**config.mk**
```make
export PLATFORM = sky130hd
export DESIGN_NAME = pfa_formatter
export DESIGN_NICKNAME = d
export VERILOG_FILES = /design/src/pfa_formatter.v /design/src/pfa_edge_sync.v /design/src/pfa_crc16.v
export VERILOG_INCLUDE_DIRS = /design/src
export SDC_FILE = /design/constraint.sdc
export NUM_CORES = 1
export LEC_CHECK = 0
export CORE_MARGIN = 3
export CORE_UTILIZATION = 30
export DETAILED_ROUTE_END_ITERATION = 10
export DONT_BUFFER_PORTS = 1
export SLEW_MARGIN = 20
export SYNTH_ARGS = -nofsm -noshare
export SYNTH_HDL_FRONTEND = slang
export SYNTH_HIERARCHICAL = 1
export SYNTH_SLANG_ARGS = --single-unit
```
**constraint.sdc**
```tcl
create_clock -name clock_in -period 2.8 [get_ports clock_in]
set_input_delay 0.56 -clock clock_in [delete_from_list [all_inputs] [get_ports clock_in]]
set_output_delay 0.56 -clock clock_in [all_outputs]
set_load 0.02 [all_outputs]
```
**src/pfa_defs.vh**
```
`ifndef PFA_DEFS_VH
`define PFA_DEFS_VH
// Field lengths in bytes unless noted
`define PFA_SPLICE_BITS_MIN 8
`define PFA_SPLICE_BITS 6'h10
`define PFA_LOCK_BYTES 4'h4
`define PFA_PAT_BYTES 2'h2
`define PFA_POST_BYTES 4'h4
`define PFA_CHECK_BYTES 2'h2
`define PFA_PAD_BYTES 2'h2
// Own recording pattern and an alternate pattern written by the media maker
`define PFA_PAT0 8'hA1
`define PFA_PAT1 8'hFE
`define PFA_MAKER_PAT0 8'h4E
`define PFA_MAKER_PAT1 8'h1B
// CRC-16 polynomial for the check code
`define PFA_CRC_POLY 16'h1021
`define PFA_CRC_INIT 16'hFFFF
// Read search window in bits after the sector pulse
`define PFA_SEARCH_BITS 12'h400
`endif

```
**src/pfa_formatter.v**
```verilog
`timescale 1ns/1ns
`include "pfa_defs.vh"
module pfa_formatter (
  input wire clock_in,
  input wire resetn_in,
  input wire write_start_in,
  input wire read_start_in,
  input wire [31:0] post_data_in,
  input wire use_lock_in,
  input wire sector_in,
  input wire ref_read_clk_in,
  input wire read_data_in,
  output reg write_gate_out,
  output reg read_gate_out,
  output reg write_clk_out,
  output reg write_data_out,
  output reg busy_out,
  output reg done_out,
  output reg [31:0] post_data_out,
  output reg check_ok_out,
  output reg check_err_out,
  output reg pattern_miss_out,
  output reg maker_pattern_out
);
  localparam ST_IDLE = 4'h0;
  localparam ST_WAIT = 4'h1;
  localparam ST_SPLICE = 4'h2;
  localparam ST_LOCK = 4'h3;
  localparam ST_PAT = 4'h4;
  localparam ST_POST = 4'h5;
  localparam ST_CHECK = 4'h6;
  localparam ST_PAD = 4'h7;
  localparam ST_RWAIT = 4'h8;
  localparam ST_HUNT = 4'h9;
  localparam ST_RPOST = 4'hA;
  localparam ST_RCHECK = 4'hB;

  wire rclk_level;
  wire rclk_rise;
  wire sector_rise;
  wire [15:0] crc;
  reg rdata_meta;
  reg rdata_sync;
  reg [3:0] state;
  reg [3:0] next_state;
  reg [2:0] bit_cnt;
  reg [3:0] byte_cnt;
  reg [5:0] splice_cnt;
  reg [11:0] search_cnt;
  reg [31:0] shreg;
  reg [15:0] hunt;
  reg [15:0] rx_check;
  reg use_lock;
  reg crc_init;
  reg crc_shift;
  reg crc_bit;
  reg next_bit;

  pfa_edge_sync u_rclk (
    .clock_in(clock_in),
    .resetn_in(resetn_in),
    .async_in(ref_read_clk_in),
    .level_out(rclk_level),
    .rise_out(rclk_rise)
  );

  pfa_edge_sync u_sector (
    .clock_in(clock_in),
    .resetn_in(resetn_in),
    .async_in(sector_in),
    .level_out(),
    .rise_out(sector_rise)
  );

  pfa_crc16 u_crc (
    .clock_in(clock_in),
    .resetn_in(resetn_in),
    .init_in(crc_init),
    .shift_in(crc_shift),
    .bit_in(crc_bit),
    .crc_out(crc)
  );

  // Read data sampled through two stages, like the sector and reference clock pins
  always @(posedge clock_in or negedge resetn_in) begin
    if (!resetn_in) begin
      rdata_meta <= 1'b0;
      rdata_sync <= 1'b0;
    end else begin
      rdata_meta <= read_data_in;
      rdata_sync <= rdata_meta;
    end
  end

  wire last_bit;
  assign last_bit = rclk_rise && (bit_cnt == 3'h7);
  wire [7:0] pat_byte;
  assign pat_byte = (byte_cnt == 4'h0) ? `PFA_PAT0 : `PFA_PAT1;

  // Serial bit presented in the current bit time
  always @* begin
    case (state)
      ST_POST: next_bit = shreg[31];
      ST_CHECK: next_bit = shreg[31];
      ST_PAT: next_bit = pat_byte[3'h7 - bit_cnt];
      default: next_bit = 1'b0;
    endcase
  end

  always @* begin
    crc_init = (state == ST_IDLE) || (state == ST_HUNT);
    crc_shift = 1'b0;
    crc_bit = 1'b0;
    if (rclk_rise && (state == ST_POST)) begin
      crc_shift = 1'b1;
      crc_bit = shreg[31];
    end else if (rclk_rise && (state == ST_RPOST)) begin
      crc_shift = 1'b1;
      crc_bit = rdata_sync;
    end
  end

  always @* begin
    next_state = state;
    case (state)
      ST_IDLE: begin
        if (write_start_in) begin
          next_state = ST_WAIT;
        end else if (read_start_in) begin
          next_state = ST_RWAIT;
        end
      end
      ST_WAIT: begin
        if (sector_rise) begin
          next_state = ST_SPLICE;
        end
      end
      ST_SPLICE: begin
        if (rclk_rise && (splice_cnt == 6'h01)) begin
          next_state = use_lock ? ST_LOCK : ST_PAT;
        end
      end
      ST_LOCK: begin
        if (last_bit && (byte_cnt == `PFA_LOCK_BYTES - 4'h1)) begin
          next_state = ST_PAT;
        end
      end
      ST_PAT: begin
        if (last_bit && (byte_cnt == {2'h0, `PFA_PAT_BYTES} - 4'h1)) begin
          next_state = ST_POST;
        end
      end
      ST_POST: begin
        if (last_bit && (byte_cnt == `PFA_POST_BYTES - 4'h1)) begin
          next_state = ST_CHECK;
        end
      end
      ST_CHECK: begin
        if (last_bit && (byte_cnt == {2'h0, `PFA_CHECK_BYTES} - 4'h1)) begin
          next_state = ST_PAD;
        end
      end
      ST_PAD: begin
        // Gate drops one bit time after the last pad bit so the drive records all of it
        if (rclk_rise && (byte_cnt == {2'h0, `PFA_PAD_BYTES})) begin
          next_state = ST_IDLE;
        end
      end
      ST_RWAIT: begin
        if (sector_rise) begin
          next_state = ST_HUNT;
        end
      end
      ST_HUNT: begin
        if (rclk_rise) begin
          if ({hunt[14:0], rdata_sync} == {`PFA_PAT0, `PFA_PAT1} ||
              {hunt[14:0], rdata_sync} == {`PFA_MAKER_PAT0, `PFA_MAKER_PAT1}) begin
            next_state = ST_RPOST;
          end else if (search_cnt == 12'h001) begin
            next_state = ST_IDLE;
          end
        end
      end
      ST_RPOST: begin
        if (last_bit && (byte_cnt == `PFA_POST_BYTES - 4'h1)) begin
          next_state = ST_RCHECK;
        end
      end
      ST_RCHECK: begin
        if (last_bit && (byte_cnt == {2'h0, `PFA_CHECK_BYTES} - 4'h1)) begin
          next_state = ST_IDLE;
        end
      end
      default: next_state = ST_IDLE;
    endcase
    // A fresh sector pulse mid-frame restarts field timing
    if (sector_rise && (state != ST_IDLE) && (state != ST_WAIT) && (state != ST_RWAIT)) begin
      next_state = (state >= ST_RWAIT) ? ST_HUNT : ST_SPLICE;
    end
  end

  always @(posedge clock_in or negedge resetn_in) begin
    if (!resetn_in) begin
      state <= ST_IDLE;
      bit_cnt <= 3'h0;
      byte_cnt <= 4'h0;
      splice_cnt <= 6'h00;
      search_cnt <= 12'h000;
      shreg <= 32'h00000000;
      hunt <= 16'h0000;
      rx_check <= 16'h0000;
      use_lock <= 1'b0;
      write_gate_out <= 1'b0;
      read_gate_out <= 1'b0;
      write_clk_out <= 1'b0;
      write_data_out <= 1'b0;
      busy_out <= 1'b0;
      done_out <= 1'b0;
      post_data_out <= 32'h00000000;
      check_ok_out <= 1'b0;
      check_err_out <= 1'b0;
      pattern_miss_out <= 1'b0;
      maker_pattern_out <= 1'b0;
    end else begin
      state <= next_state;
      done_out <= 1'b0;
      check_ok_out <= 1'b0;
      check_err_out <= 1'b0;
      pattern_miss_out <= 1'b0;
      // Write clock follows the synchronised reference clock
      write_clk_out <= rclk_level;
      busy_out <= (next_state != ST_IDLE);
      write_gate_out <= (next_state >= ST_SPLICE) && (next_state <= ST_PAD);
      read_gate_out <= (next_state >= ST_HUNT);
      if (state == ST_IDLE) begin
        use_lock <= use_lock_in;
        shreg <= post_data_in;
      end
      // A sector pulse restarts the counters even when the state itself is kept
      if ((next_state != state) || sector_rise) begin
        bit_cnt <= 3'h0;
        byte_cnt <= 4'h0;
        splice_cnt <= `PFA_SPLICE_BITS;
        search_cnt <= `PFA_SEARCH_BITS;
      end else if (rclk_rise) begin
        bit_cnt <= bit_cnt + 3'h1;
        if (bit_cnt == 3'h7) begin
          byte_cnt <= byte_cnt + 4'h1;
        end
        splice_cnt <= splice_cnt - 6'h01;
        search_cnt <= search_cnt - 12'h001;
        if (state == ST_RCHECK) begin
          rx_check <= {rx_check[14:0], rdata_sync};
        end
      end
      // Shifts also on the edge that leaves a field, so its last bit is kept
      if (rclk_rise && ((state == ST_POST) || (state == ST_CHECK) || (state == ST_RPOST))) begin
        shreg <= {shreg[30:0], (state == ST_RPOST) ? rdata_sync : 1'b0};
      end else if ((state == ST_CHECK) && (bit_cnt == 3'h0) && (byte_cnt == 4'h0)) begin
        // Loaded only once the last post bit has entered the CRC register
        shreg <= {crc, 16'h0000};
      end
      // Data changes only on reference rise, so it stays in step with write clock
      if (rclk_rise) begin
        write_data_out <= next_bit;
      end
      if (state == ST_IDLE) begin
        write_data_out <= 1'b0;
      end
      if (rclk_rise) begin
        hunt <= {hunt[14:0], rdata_sync};
      end
      if ((state == ST_HUNT) && (next_state == ST_RPOST)) begin
        maker_pattern_out <= ({hunt[14:0], rdata_sync} != {`PFA_PAT0, `PFA_PAT1});
      end
      if ((state == ST_HUNT) && (next_state == ST_IDLE)) begin
        pattern_miss_out <= 1'b1;
        done_out <= 1'b1;
      end
      if ((state == ST_PAD) && (next_state == ST_IDLE)) begin
        done_out <= 1'b1;
      end
      if ((state == ST_RCHECK) && (next_state == ST_IDLE)) begin
        done_out <= 1'b1;
        post_data_out <= shreg;
        // Compare received check with recomputed one
        if ({rx_check[14:0], rdata_sync} == crc) begin
          check_ok_out <= 1'b1;
        end else begin
          check_err_out <= 1'b1;
        end
      end
    end
  end
endmodule // pfa_formatter

```
**src/pfa_edge_sync.v**
```verilog
`timescale 1ns/1ns
// Two-stage synchroniser with rise detection on the second stage
module pfa_edge_sync (
  input wire clock_in,
  input wire resetn_in,
  input wire async_in,
  output reg level_out,
  output reg rise_out
);
  reg meta;
  reg prev;
  always @(posedge clock_in or negedge resetn_in) begin
    if (!resetn_in) begin
      meta <= 1'b0;
      level_out <= 1'b0;
      prev <= 1'b0;
      rise_out <= 1'b0;
    end else begin
      meta <= async_in;
      level_out <= meta;
      prev <= level_out;
      rise_out <= level_out & ~prev;
    end
  end
endmodule // pfa_edge_sync

```
**src/pfa_crc16.v**
```verilog
`timescale 1ns/1ns
`include "pfa_defs.vh"
// Bit-serial CRC register, one bit per strobe
module pfa_crc16 (
  input wire clock_in,
  input wire resetn_in,
  input wire init_in,
  input wire shift_in,
  input wire bit_in,
  output reg [15:0] crc_out
);
  wire fb;
  assign fb = crc_out[15] ^ bit_in;
  always @(posedge clock_in or negedge resetn_in) begin
    if (!resetn_in) begin
      crc_out <= `PFA_CRC_INIT;
    end else if (init_in) begin
      crc_out <= `PFA_CRC_INIT;
    end else if (shift_in) begin
      crc_out <= {crc_out[14:0], 1'b0} ^ ({16{fb}} & `PFA_CRC_POLY);
    end
  end
endmodule // pfa_crc16

```
Yosys cells after proc, flatten, opt, wreduce, memory -nomap -nowiden
Index checks and enable logic that the tools add are counted.

word-level totals
  register bits = 159
  output and inout port bits = 42
  word-level logic and storage cells = 160

operators by class
  add/subtract/negate cells = 5
  $lt $le $gt $ge = 5
  eq/ne operators = 25
  mux-type cells = 51
  bitwise operators = 7
  reductions and logical operators = 37

operators with widths
  cell                   number
  $mux 32                3
  $mux 4                 20
  $pmux 4 s12            1
  $mux 16                2
  $mux 12                2
  $eq 4x4->1 const B     5
  $logic_and 1x1->1      18
  $eq 16x15->1 const B   1
  $eq 16x16->1           1
  $eq 16x16->1 const B   1
  $eq 4x2->1 const B     4
  $eq 4x3->1 const B     4
  $ne 16x16->1 const B   1
  $xor 16x13->16         1
  $mux 1                 15
  $eq 12x1->1 const B    1
  $logic_not 4->1        3
  $mux 6                 2
  $sub 12x1->12 const B  1
  $mux 3                 3
  $eq 4x1->1 const B     2
  $ge 4x4->1 const B     2
  $reduce_bool 2->1      4
  $reduce_bool 4->1      2
  24 further kinds       31

Logic depth before layout (Yosys ltp)
Gate-level depths: netlist (run 1).

  depth after elaboration = 11
  gate-level depth with buffers = 11
  mapped depth without buffers = 11

By module
The synthesis (run 1) kept the hierarchy.

modules (own cells, without submodules)
  module         instances  cells each  area an instance (um2)
  pfa_formatter  1          620         6,691.4
  pfa_crc16      1          56          740.7
  pfa_edge_sync  2          5           113.9

Least setup slack after synthesis (run 1)
OpenSTA, ideal clock, no wires.

  kind = reg-to-reg
  start = register bit_cnt[0]
  end = register rx_check[10]
  data arrival time = 2.508 ns
  data required time = 2.675 ns
  setup slack = 0.167 ns
  cell stages (with the launch flop) = 11
  buffers on the path = 1
  path through = dfrtp_1 > ha_1 > ha_1 > nand3_1 > nor3_2 > and3b_1 > o311a_1 > o31a_2 > nand2_2 > buf_2 > mux2_2

on the way
  word-level cells in the longest chain between the ends = 10

RTL lines
  what                                  line                 text
  from (decl)                           pfa_formatter.v:46   reg [2:0] bit_cnt;
  from (signal assigned)                pfa_formatter.v:246  bit_cnt <= bit_cnt + 3'h1;
  $eq 3x3->1 *                          pfa_formatter.v:96   assign last_bit = rclk_rise && (bit_cnt == 3'h7);
  $logic_and 1x1->1 *                   pfa_formatter.v:96
  $logic_and 1x1->1 (on tied branches)  --
  $mux 4 (tied with other cells)        pfa_formatter.v:190  if (last_bit && (byte_cnt == {2'h0, `PFA_CHECK_BYTES} - 4'h1)) begin
  $pmux 4 s12 *                         pfa_formatter.v:125  case (state)
  $mux 4 *                              pfa_formatter.v:197  if (sector_rise && (state != ST_IDLE) && (state != ST_WAIT) && (state != ST_RWAIT)) begin
  net next_state[1]                     pfa_formatter.v:45   reg [3:0] next_state;
  $ne 4x4->1 *                          pfa_formatter.v:240  if ((next_state != state) || sector_rise) begin
  $logic_or 1x1->1 *                    pfa_formatter.v:240
  $not 1->1 (no line) *                 --
  $reduce_and 3->1 (no line) *          --
  to (signal assigned)                  pfa_formatter.v:253  rx_check <= {rx_check[14:0], rdata_sync};
  to (decl)                             pfa_formatter.v:52   reg [15:0] rx_check;

Mark *: on every way through the listed nets, which the timed path passes. The rest lies on a longest branch.
A chain may end at the register's enable or synchronous reset.

Worst setup path after layout (run 1)
  start = register search_cnt[3]
  end = register byte_cnt[0]

on the way
  word-level cells in the longest chain between the ends = 10

RTL lines
  what                         line                 text
  from (decl)                  pfa_formatter.v:49   reg [11:0] search_cnt;
  from (signal assigned)       pfa_formatter.v:244  search_cnt <= `PFA_SEARCH_BITS;
  from (signal assigned)       pfa_formatter.v:251  search_cnt <= search_cnt - 12'h001;
  $eq 12x1->1 *                pfa_formatter.v:179  end else if (search_cnt == 12'h001) begin
  $mux 4 *                     pfa_formatter.v:179
  $mux 4 *                     pfa_formatter.v:176  if ({hunt[14:0], rdata_sync} == {`PFA_PAT0, `PFA_PAT1} ||
  $mux 4 *                     pfa_formatter.v:175  if (rclk_rise) begin
  $pmux 4 s12 *                pfa_formatter.v:125
  $mux 4 *                     pfa_formatter.v:197
  $ne 4x4->1 *                 pfa_formatter.v:240
  $logic_or 1x1->1 *           pfa_formatter.v:240
  $reduce_bool 2->1 (no line)  --
  $reduce_and 2->1 (no line)   --
  to (signal assigned)         pfa_formatter.v:248  byte_cnt <= byte_cnt + 4'h1;
  to (decl)                    pfa_formatter.v:47   reg [3:0] byte_cnt;

Every way passes the cells marked *; elsewhere a longest branch is shown, timed or not.

==> summary.md, run 1 <==
| Metric | Value |
|---|---|
| Die footprint | about 27000 sq um |
| Initial drt markers | 323 |
| Syn Inst Count | 686 |
| Initial antenna violation count | 0 |
| Vias in the first global route | roughly 5100 |
| Status | complete, but fails checks |
| CP max FO | 10 |
| Number of buffers and inverters on the critical path | 1 |
| Peak VDD IR | between 0.0005 and 0.0006 V |
| Syn_nets | 738 |
| DRC errors left | 0 |
| Area grow syn2layout | 15.0% |
| Area share of the largest cell type after synthesis | 47.0% |
| Met3 Wirelength | 950 microns |
| Max incr delay on CP | between 500 and 600 ps |
| Chip width | around 170 microns |
| NumNets Final | 752 |
| Failing checks | hold timing |
| CP required | 3110 ps |
| Tot GR Track Use | between 10% and 20% |
| Worst setup SP type | flop |
| Async SR Flop Fraction | 100% |
| Detail Route Antenna Nets | 0 |
| #FFs+latches synth | 160 |
| Syn avg cell area | approximately 11 sq um |
| Post-synth cell types | 65 |
| Uppermost layer routed | met4 |
| Hold_ws | -186 ps |
| Design area | approximately 8800 sq um |
| Synth Cell Area | roughly 7700 sq um |
| DRT met1 WL | 8220 microns |
| Clock transition at path regs | ~80 ps |
| Placed instance area | roughly 8200 sq um |
| CTS sink count | between 150 and 200 |
| Largest net degree at the start of global routing | between 150 and 200 |
| Routed WL | around 17000 microns |
| Layout fillers | ~2500 |
| Final worst-path cycle share | between 90% and 100% |
| Total CTS buffers | 17 |
| Setup TNS | 0 ps |
| Final hold viol count | between 100 and 150 |
| EDFF count, synth | 0 |
| Min-Delay Path Class | in2async |
| Routed wire per std cell | approximately 16 microns |
| Post-layout minimum cycle time | ~2700 ps |
| Leak Pwr | between 3 and 4 nW |
| Cell Rows | 57 |
| N_diodes | 0 |
| Via-to-Cell Ratio | about 5.0 |
| Max transition margin | 56.0% |
| Critical path cell sequence | or4b_1 > nor2_1 > a41oi_1 > or3_4 > or2_1 > o21ai_4 > buf_4 > nor3_1 |
| Total of max-cap violations | 0 |
| Reg area | between 4000 and 5000 sq um |
| Final setup viols | 0 |
| Primary FF master, synth | dfrtp_1 |
| Initial DRT Pass Iterations | 5 |
| Share of cells above drive strength 1 | 21.9% |
| H-Tree Level Count | 4 |
| Initial core utilization | a little under a third |
| Power density over the cells | 1100 nW/um^2 |
| Slowest-stage cell, CP | or4b_1 |
| GRT overflow | 0 |
| Arr. time, crit path | ~3000 ps |
| TritonCTS clock tree | yes |
| GPL Wtd Cong | around 0.87 |
| Top delay family on crit path | simple AND/OR/NAND/NOR gates |
| I/O Buffers | 0 |
| Worst-case clock buffer depth | 2 |
| Max-slew violation count | 0 |
| Commonest cells after routing, fill and taps aside | 144 x dfrtp_1, 80 x nand2_1, 53 x mux2_2 |
| DP HPWL | 11700 microns |
| CP Class | reg2reg |
| Area contributors post-synth | dfrtp_1 47%, mux2_2 7.8%, dfstp_2 5.5%, nand2_1 3.9%, xor2_1 3.2% |
| First-pass GRT wire length | approximately 28000 microns |
| Skew-Pair Late Insertion Delay | between 400 and 500 ps |
| Syn. warnings | 6 |
| Footprint of the multi-input gates | between 3000 and 4000 sq um |
| IO Count | ~80 |
| Via count | 5167 |
| CP endpoint kind | flop |
| Most common cell after layout, fill and taps aside | dfrtp_1 |
| Worst Skew | ~13 ps |
| Clock Tree Root | clkbuf_16 |
| CORE AREA | about 25000 sq um |
| Synth area leader | dfrtp_1 |
| Seq/Total Area, Yosys | about 53% |
| F_max | between 300 and 400 MHz |
| Worst slew pin tran | 659 ps |
| Routed wl met2 | 7710 microns |
| Die Y-Extent | approximately 170 microns |
==> flip-flops by register name, indices dropped and copies added (netlist names), 3 cells and up <==
register       cells
u_crc/crc_out     16
shreg             32
bit_cnt            3
hunt              15
state              4
rx_check          15
post_data_out     32
splice_cnt         6
search_cnt        12
byte_cnt           4
==> metal layers <==
metal | vias to the layer above | global-route usage [%]
met5 | - | 0
met4 | 0 | 3.40
met3 | 16 | 3.98
met2 | 101 | 18.5
met1 | 2578 | 17.9
li1 | 2472 | -
==> synthesized netlist by cell type (3+ instances only) <==
cell and n:
mux2_2 53, nor2_1 23, xor2_1 28, nand2b_1 6, nand3_1 5, buf_4 3, o311a_1 3, clkbuf_1 23
a211oi_1 3, ha_1 12, or4_1 3, buf_6 3, nor4_1 13, o21ai_0 24, a211o_1 16, mux2_1 9
o211ai_1 3, xnor2_1 11, nor2b_1 24, dfstp_2 16, inv_1 11, o31ai_1 16, nor4b_1 3, buf_2 11
buf_1 3, mux2i_1 19, dfrtp_1 144, nor3_1 27, nand4_1 5, a21oi_1 40, nand2_1 80
==> worst reg2reg max path, cell delays in order, from the launching register on <==
cell and delay, ps:
dfrtp_1 410, or4b_1 550, nor2_1 160, a41oi_1 180, or3_4 440, or2_1 270
o21ai_4 270, buf_4 230, nor3_1 60
==> timing repair <==
| action | CTS | global route |
|---|---|---|
| hold endpoints to repair | 160 | 159 |
| resized for setup | 0 | 5 |
| endpoints found under the setup margin | 0 | 21 |
| setup buffers | 0 | 1 |
==> layout make-up <==
class | count | share of cell area [%]
Sequential cell | 160 | 45.7
Multi-Input combinational cell | 471 | 39.0
Clock buffer | 17 | 4.83
Tap cell | 324 | 4.60
Timing Repair Buffer | 38 | 3.52
Clock inverter | 15 | 1.86
Inverter | 12 | 0.511
==> through the flow <==
step	total power, mW	utilization (%)	setup slack, ps	instances
floorplan	6.44	-	167	686
global placement	7.38	33.2	93.0	1004
detailed placement	7.45	33.2	53.2	1004
CTS	9.78	35.6	32.2	1036
global route	10.4	35.7	-6.97	1037
finish	9.72	35.7	122	1037
==> logic make-up (layout without fill, tap and decap cells) <==
group / count (synthesis) / in the layout / synth area share (%)
xor+xnor: 41 / 41 / 5.08
fa+ha+maj: 12 / 12 / 1.96
buf+inv: 55 / 82 / 3.32
compound gates: 124 / 124 / 10.9
flops: 160 / 160 / 52.5
mux: 81 / 81 / 11.6
simple gates: 213 / 213 / 14.6
==> report_power, final <==
part	internal, mW	switching, mW
registers	3.23	1.09
logic	1.54	1.56
clock network	1.20	1.10
==> worst paths after layout <==
kind	start	endpoint	slack [ps]	cells past startpoint
min in group clock_in	sector_in	u_sector/meta	150	0
max	search_cnt[3]	byte_cnt[0]	120	8
max reg2reg	search_cnt[3]	byte_cnt[0]	120	8
min reg2reg	u_rclk/meta	u_rclk/level_out	350	0
min	resetn_in	shreg[23]	-190	0
max in group asynchronous	resetn_in	u_crc/crc_out[1]	2690	0
Note: power is estimated with default switching activity, not from simulation.
==> run 2: changes to the inputs <==
--- a/config.mk
+++ b/config.mk
@@ -6,6 +6,7 @@
 export SDC_FILE = /design/constraint.sdc
 export NUM_CORES = 1
 export LEC_CHECK = 0
+export ABC_AREA = 1
 export CORE_MARGIN = 3
 export CORE_UTILIZATION = 30
 export DETAILED_ROUTE_END_ITERATION = 10
==> run 2 against run 1 <==
The flow still finishes with violations (hold timing). Final area is 2.1% higher. Clock power grew 4%. Critical endpoint is now bit_cnt[2]. Critical path depth rose by 7. Flip-flop and latch count stayed put. Register-to-register slack better by 120 ps. Synthesized cell count grew 39%.
==> summary.md, run 2 <==
| Metric | Value |
|---|---|
| Hold_ws | -168 ps |
| Area grow syn2layout | 14.2% |
| Pre-CTS setup slack | roughly 89 ps |
| Power density over the cells | 982 nW/um^2 |
| Setup TNS | 0 ps |
| Comb pwr share | a little under a third |
| Initial DRT Pass Iterations | 5 |
| Max-slew violation count | 0 |
| Top delay family on crit path | simple AND/OR/NAND/NOR gates |
| Worst-case clock buffer depth | 2 |
| R2R depth | 15 |
| Post-synth cell types | between 40 and 50 |
| Vias in the first global route | a little over 6000 |
| Detail Route Antenna Nets | 0 |
| Most common cell after layout, fill and taps aside | nand2_1 |
| Sequential Power Share | between 40% and 50% |
| Most common cell in the netlist | nand2_1 |
| Syn avg cell area | 8.26 sq um |
| Tot GR Track Use | 13.6% |
| Placed instance area | a little over 8000 sq um |
| CP startpoint | state[3] |
| Die Y-Extent | between 150 and 200 microns |
| PnR worst setup slack | between 200 and 250 ps |
| CTS sink count | 160 |
| Final worst-path cycle share | around nine tenths |
| Initial drt markers | between 500 and 600 |
| Primary FF master, synth | dfrtp_1 |
| Critical path cell sequence | inv_2 > nor2_2 > nand2_1 > buf_4 > inv_1 > nand3_1 > nand3_2 > nand2_2 > nand2_1 > nand2_1 > nor2_4 > nand2_4 > nor2_4 > nand2_1 > nand2_1 |
| Worst slew pin tran | ~550 ps |
| Share of cells above drive strength 1 | between 10% and 20% |
| Initial antenna violation count | 0 |
| Syn Inst Count | 953 |
| Design area | roughly 9000 sq um |
| Total of max-cap violations | 0 |
| Initial core utilization | 30.9% |
| FF-to-FF End | bit_cnt[2] |
| CP required | ~3200 ps |
| Final setup viols | 0 |
| Routed WL | 19000 microns |
| R2r setup slk | around 250 ps |
| CP Depth | 15 |
| Status | complete, but fails checks |
| Failing checks | hold timing |
| Syn_nets | about 1000 |
| Total CTS buffers | 17 |
| Sw frac | 41.4% |
| DRC errors left | 0 |
| Worst r2r src | state[3] |
| End of the critical path | bit_cnt[2] |
| Arr. time, crit path | 2920 ps |
| CP Class | reg2reg |
| Area contributors post-synth | dfrtp_1 46%, nand2_1 14%, dfstp_2 5.3%, inv_1 4.4%, o21ai_0 4.3% |
| Synth area leader | dfrtp_1 |
| Slowest-stage cell, CP | dfrtp_1 |
| H-Tree Level Count | 4 |
| GRT overflow | 0 |
| N_diodes | 0 |
| First-pass GRT wire length | approximately 31000 microns |
| Peak VDD IR | about 0.00049 V |
| Max transition margin | 63.3% |
| Cell Rows | 58 |
| Via count | 6199 |
| I/O Buffers | 0 |
| CORE AREA | 25500 sq um |
| Most used cell, CP | nand2_1 |
| Largest net degree at the start of global routing | 161 |
| CP max FO | 14 |
| RSZ-0062 raised after global routing | false |
| Via-to-Cell Ratio | between 4 and 5 |
| Post-layout minimum cycle time | approximately 2600 ps |
| GPL Wtd Cong | 0.865 |
| TritonCTS clock tree | yes |
| Top Registers | post_data_out (32), shreg (32), u_crc/crc_out (16) |
| Max incr delay on CP | 560 ps |
| Die footprint | around 28000 sq um |
| Cell Int Power | approximately 5.2 mW |
| Clock Tree Root | clkbuf_16 |
| F_max | roughly 400 MHz |
| Synth Cell Area | between 7000 and 8000 sq um |
| Syn. warnings | 6 |
| Number of buffers and inverters on the critical path | 3 |
| Part of the power in the clock network | between 20% and 30% |
| DP HPWL | between 10000 and 15000 microns |
| Layout fillers | around 2600 |
| CP endpoint kind | flop |
| Clock transition at path regs | ~70 ps |
| Top cells by count, synth | 286 x nand2_1, 144 x dfrtp_1, 92 x inv_1, 68 x o21ai_0, 64 x nor2_1 |
| Seq/Total Area, Yosys | around half |
| EDFF count, synth | 0 |
| IO Count | 82 |
| Chip width | roughly 170 microns |
| Routed wire per std cell | between 10 and 15 microns |
| Leak Pwr | about 4.4 nW |
| NumNets Final | slightly above 1000 |
| #FFs+latches synth | 160 |
| Min-Delay Path Class | in2async |
| Worst Skew | 20.9 ps |
| Final hold viol count | around 140 |
| Skew-Pair Late Insertion Delay | 430 ps |
| Worst setup SP type | flop |
| Area share of the largest cell type after synthesis | a little under half |
| Async SR Flop Fraction | 100% |
| Commonest cells after routing, fill and taps aside | 286 x nand2_1, 143 x dfrtp_1, 92 x inv_1 |
| Switching power | roughly 3.7 mW |
-- run 2: worst min path at each step --
| stage | end | depth (start not counted) | slack [ps] |
|---|---|---|---|
| after floorplan | bit_cnt[0] | 0 | 260 |
| after global placement | u_rclk/meta | 0 | 270 |
| after detailed placement | u_rclk/meta | 0 | 270 |
| after CTS | u_rclk/meta | 0 | -190 |
| after global routing | u_rclk/meta | 0 | -190 |
| final | u_rclk/meta | 0 | -170 |
-- run 2: per-layer routing --
metal / wire [microns] / GRT usage [%]
met1: 8890 / 18.0
met2: 8910 / 21.8
met5: 0 / 0
met3: 821 / 3.15
met4: 363 / 4.98
-- run 2: area by class of cell --
class	count	area, sq um	share of cell area [%]
flip-flops and latches	160	4030	44.8
multi-input cells	655	3320	37.0
clock buffers	18	439	4.89
well taps	330	413	4.59
inverters	103	389	4.33
repair buffers	26	233	2.59
clock inverters	14	165	1.84
-- run 2: kinds of logic (layout without fill, tap and decap cells) --
kind of cell             Yosys count  in the layout  share of synthesized area (%)
flip-flops                       160            160                           51.1
buffers and inverters            139            161                           7.20
multiplexers                       2              2                          0.270
AND/OR/NAND/NOR                  480            481                           26.9
AO/OA/AOI/OAI                    136            136                           9.95
adder cells (fa/ha/maj)           12             12                           1.91
XOR/XNOR                          24             24                           2.67
-- run 2: metrics by stage --
stage	util, %	power, mW	cells
floorplan	-	5.63	953
global placement	32.6	6.28	1270
detailed placement	32.6	6.34	1270
CTS	35.0	8.77	1302
global route	35.3	9.47	1306
finish	35.3	8.82	1306
-- run 2: power by group through the flow --
stage	logic, mW	registers, mW	clock network (mW)
2_1_floorplan	2.02	3.62	0
3_3_place_gp	2.46	3.82	0
3_5_place_dp	2.51	3.82	0
4_1_cts	2.52	3.79	2.46
5_1_grt	3.04	3.87	2.56
6_report	2.64	3.79	2.39
-- run 2: timing repair --
item                       in CTS  in global routing
gates resized for setup         0                  7
setup endpoints to repair       0                 56
buffers inserted                0                  3
hold endpoints to repair      144                144
-- run 2: worst reg2reg max path, stage by stage (launching register included) --
cell     delay [ps]
dfrtp_1         560
inv_2            90
nor2_2          220
nand2_1         180
buf_4           200
inv_1            70
nand3_1         140
nand3_2         140
nand2_2          70
nand2_1          60
nand2_1          80
nor2_4          170
nand2_4         170
nor2_4          200
nand2_1          80
nand2_1          70
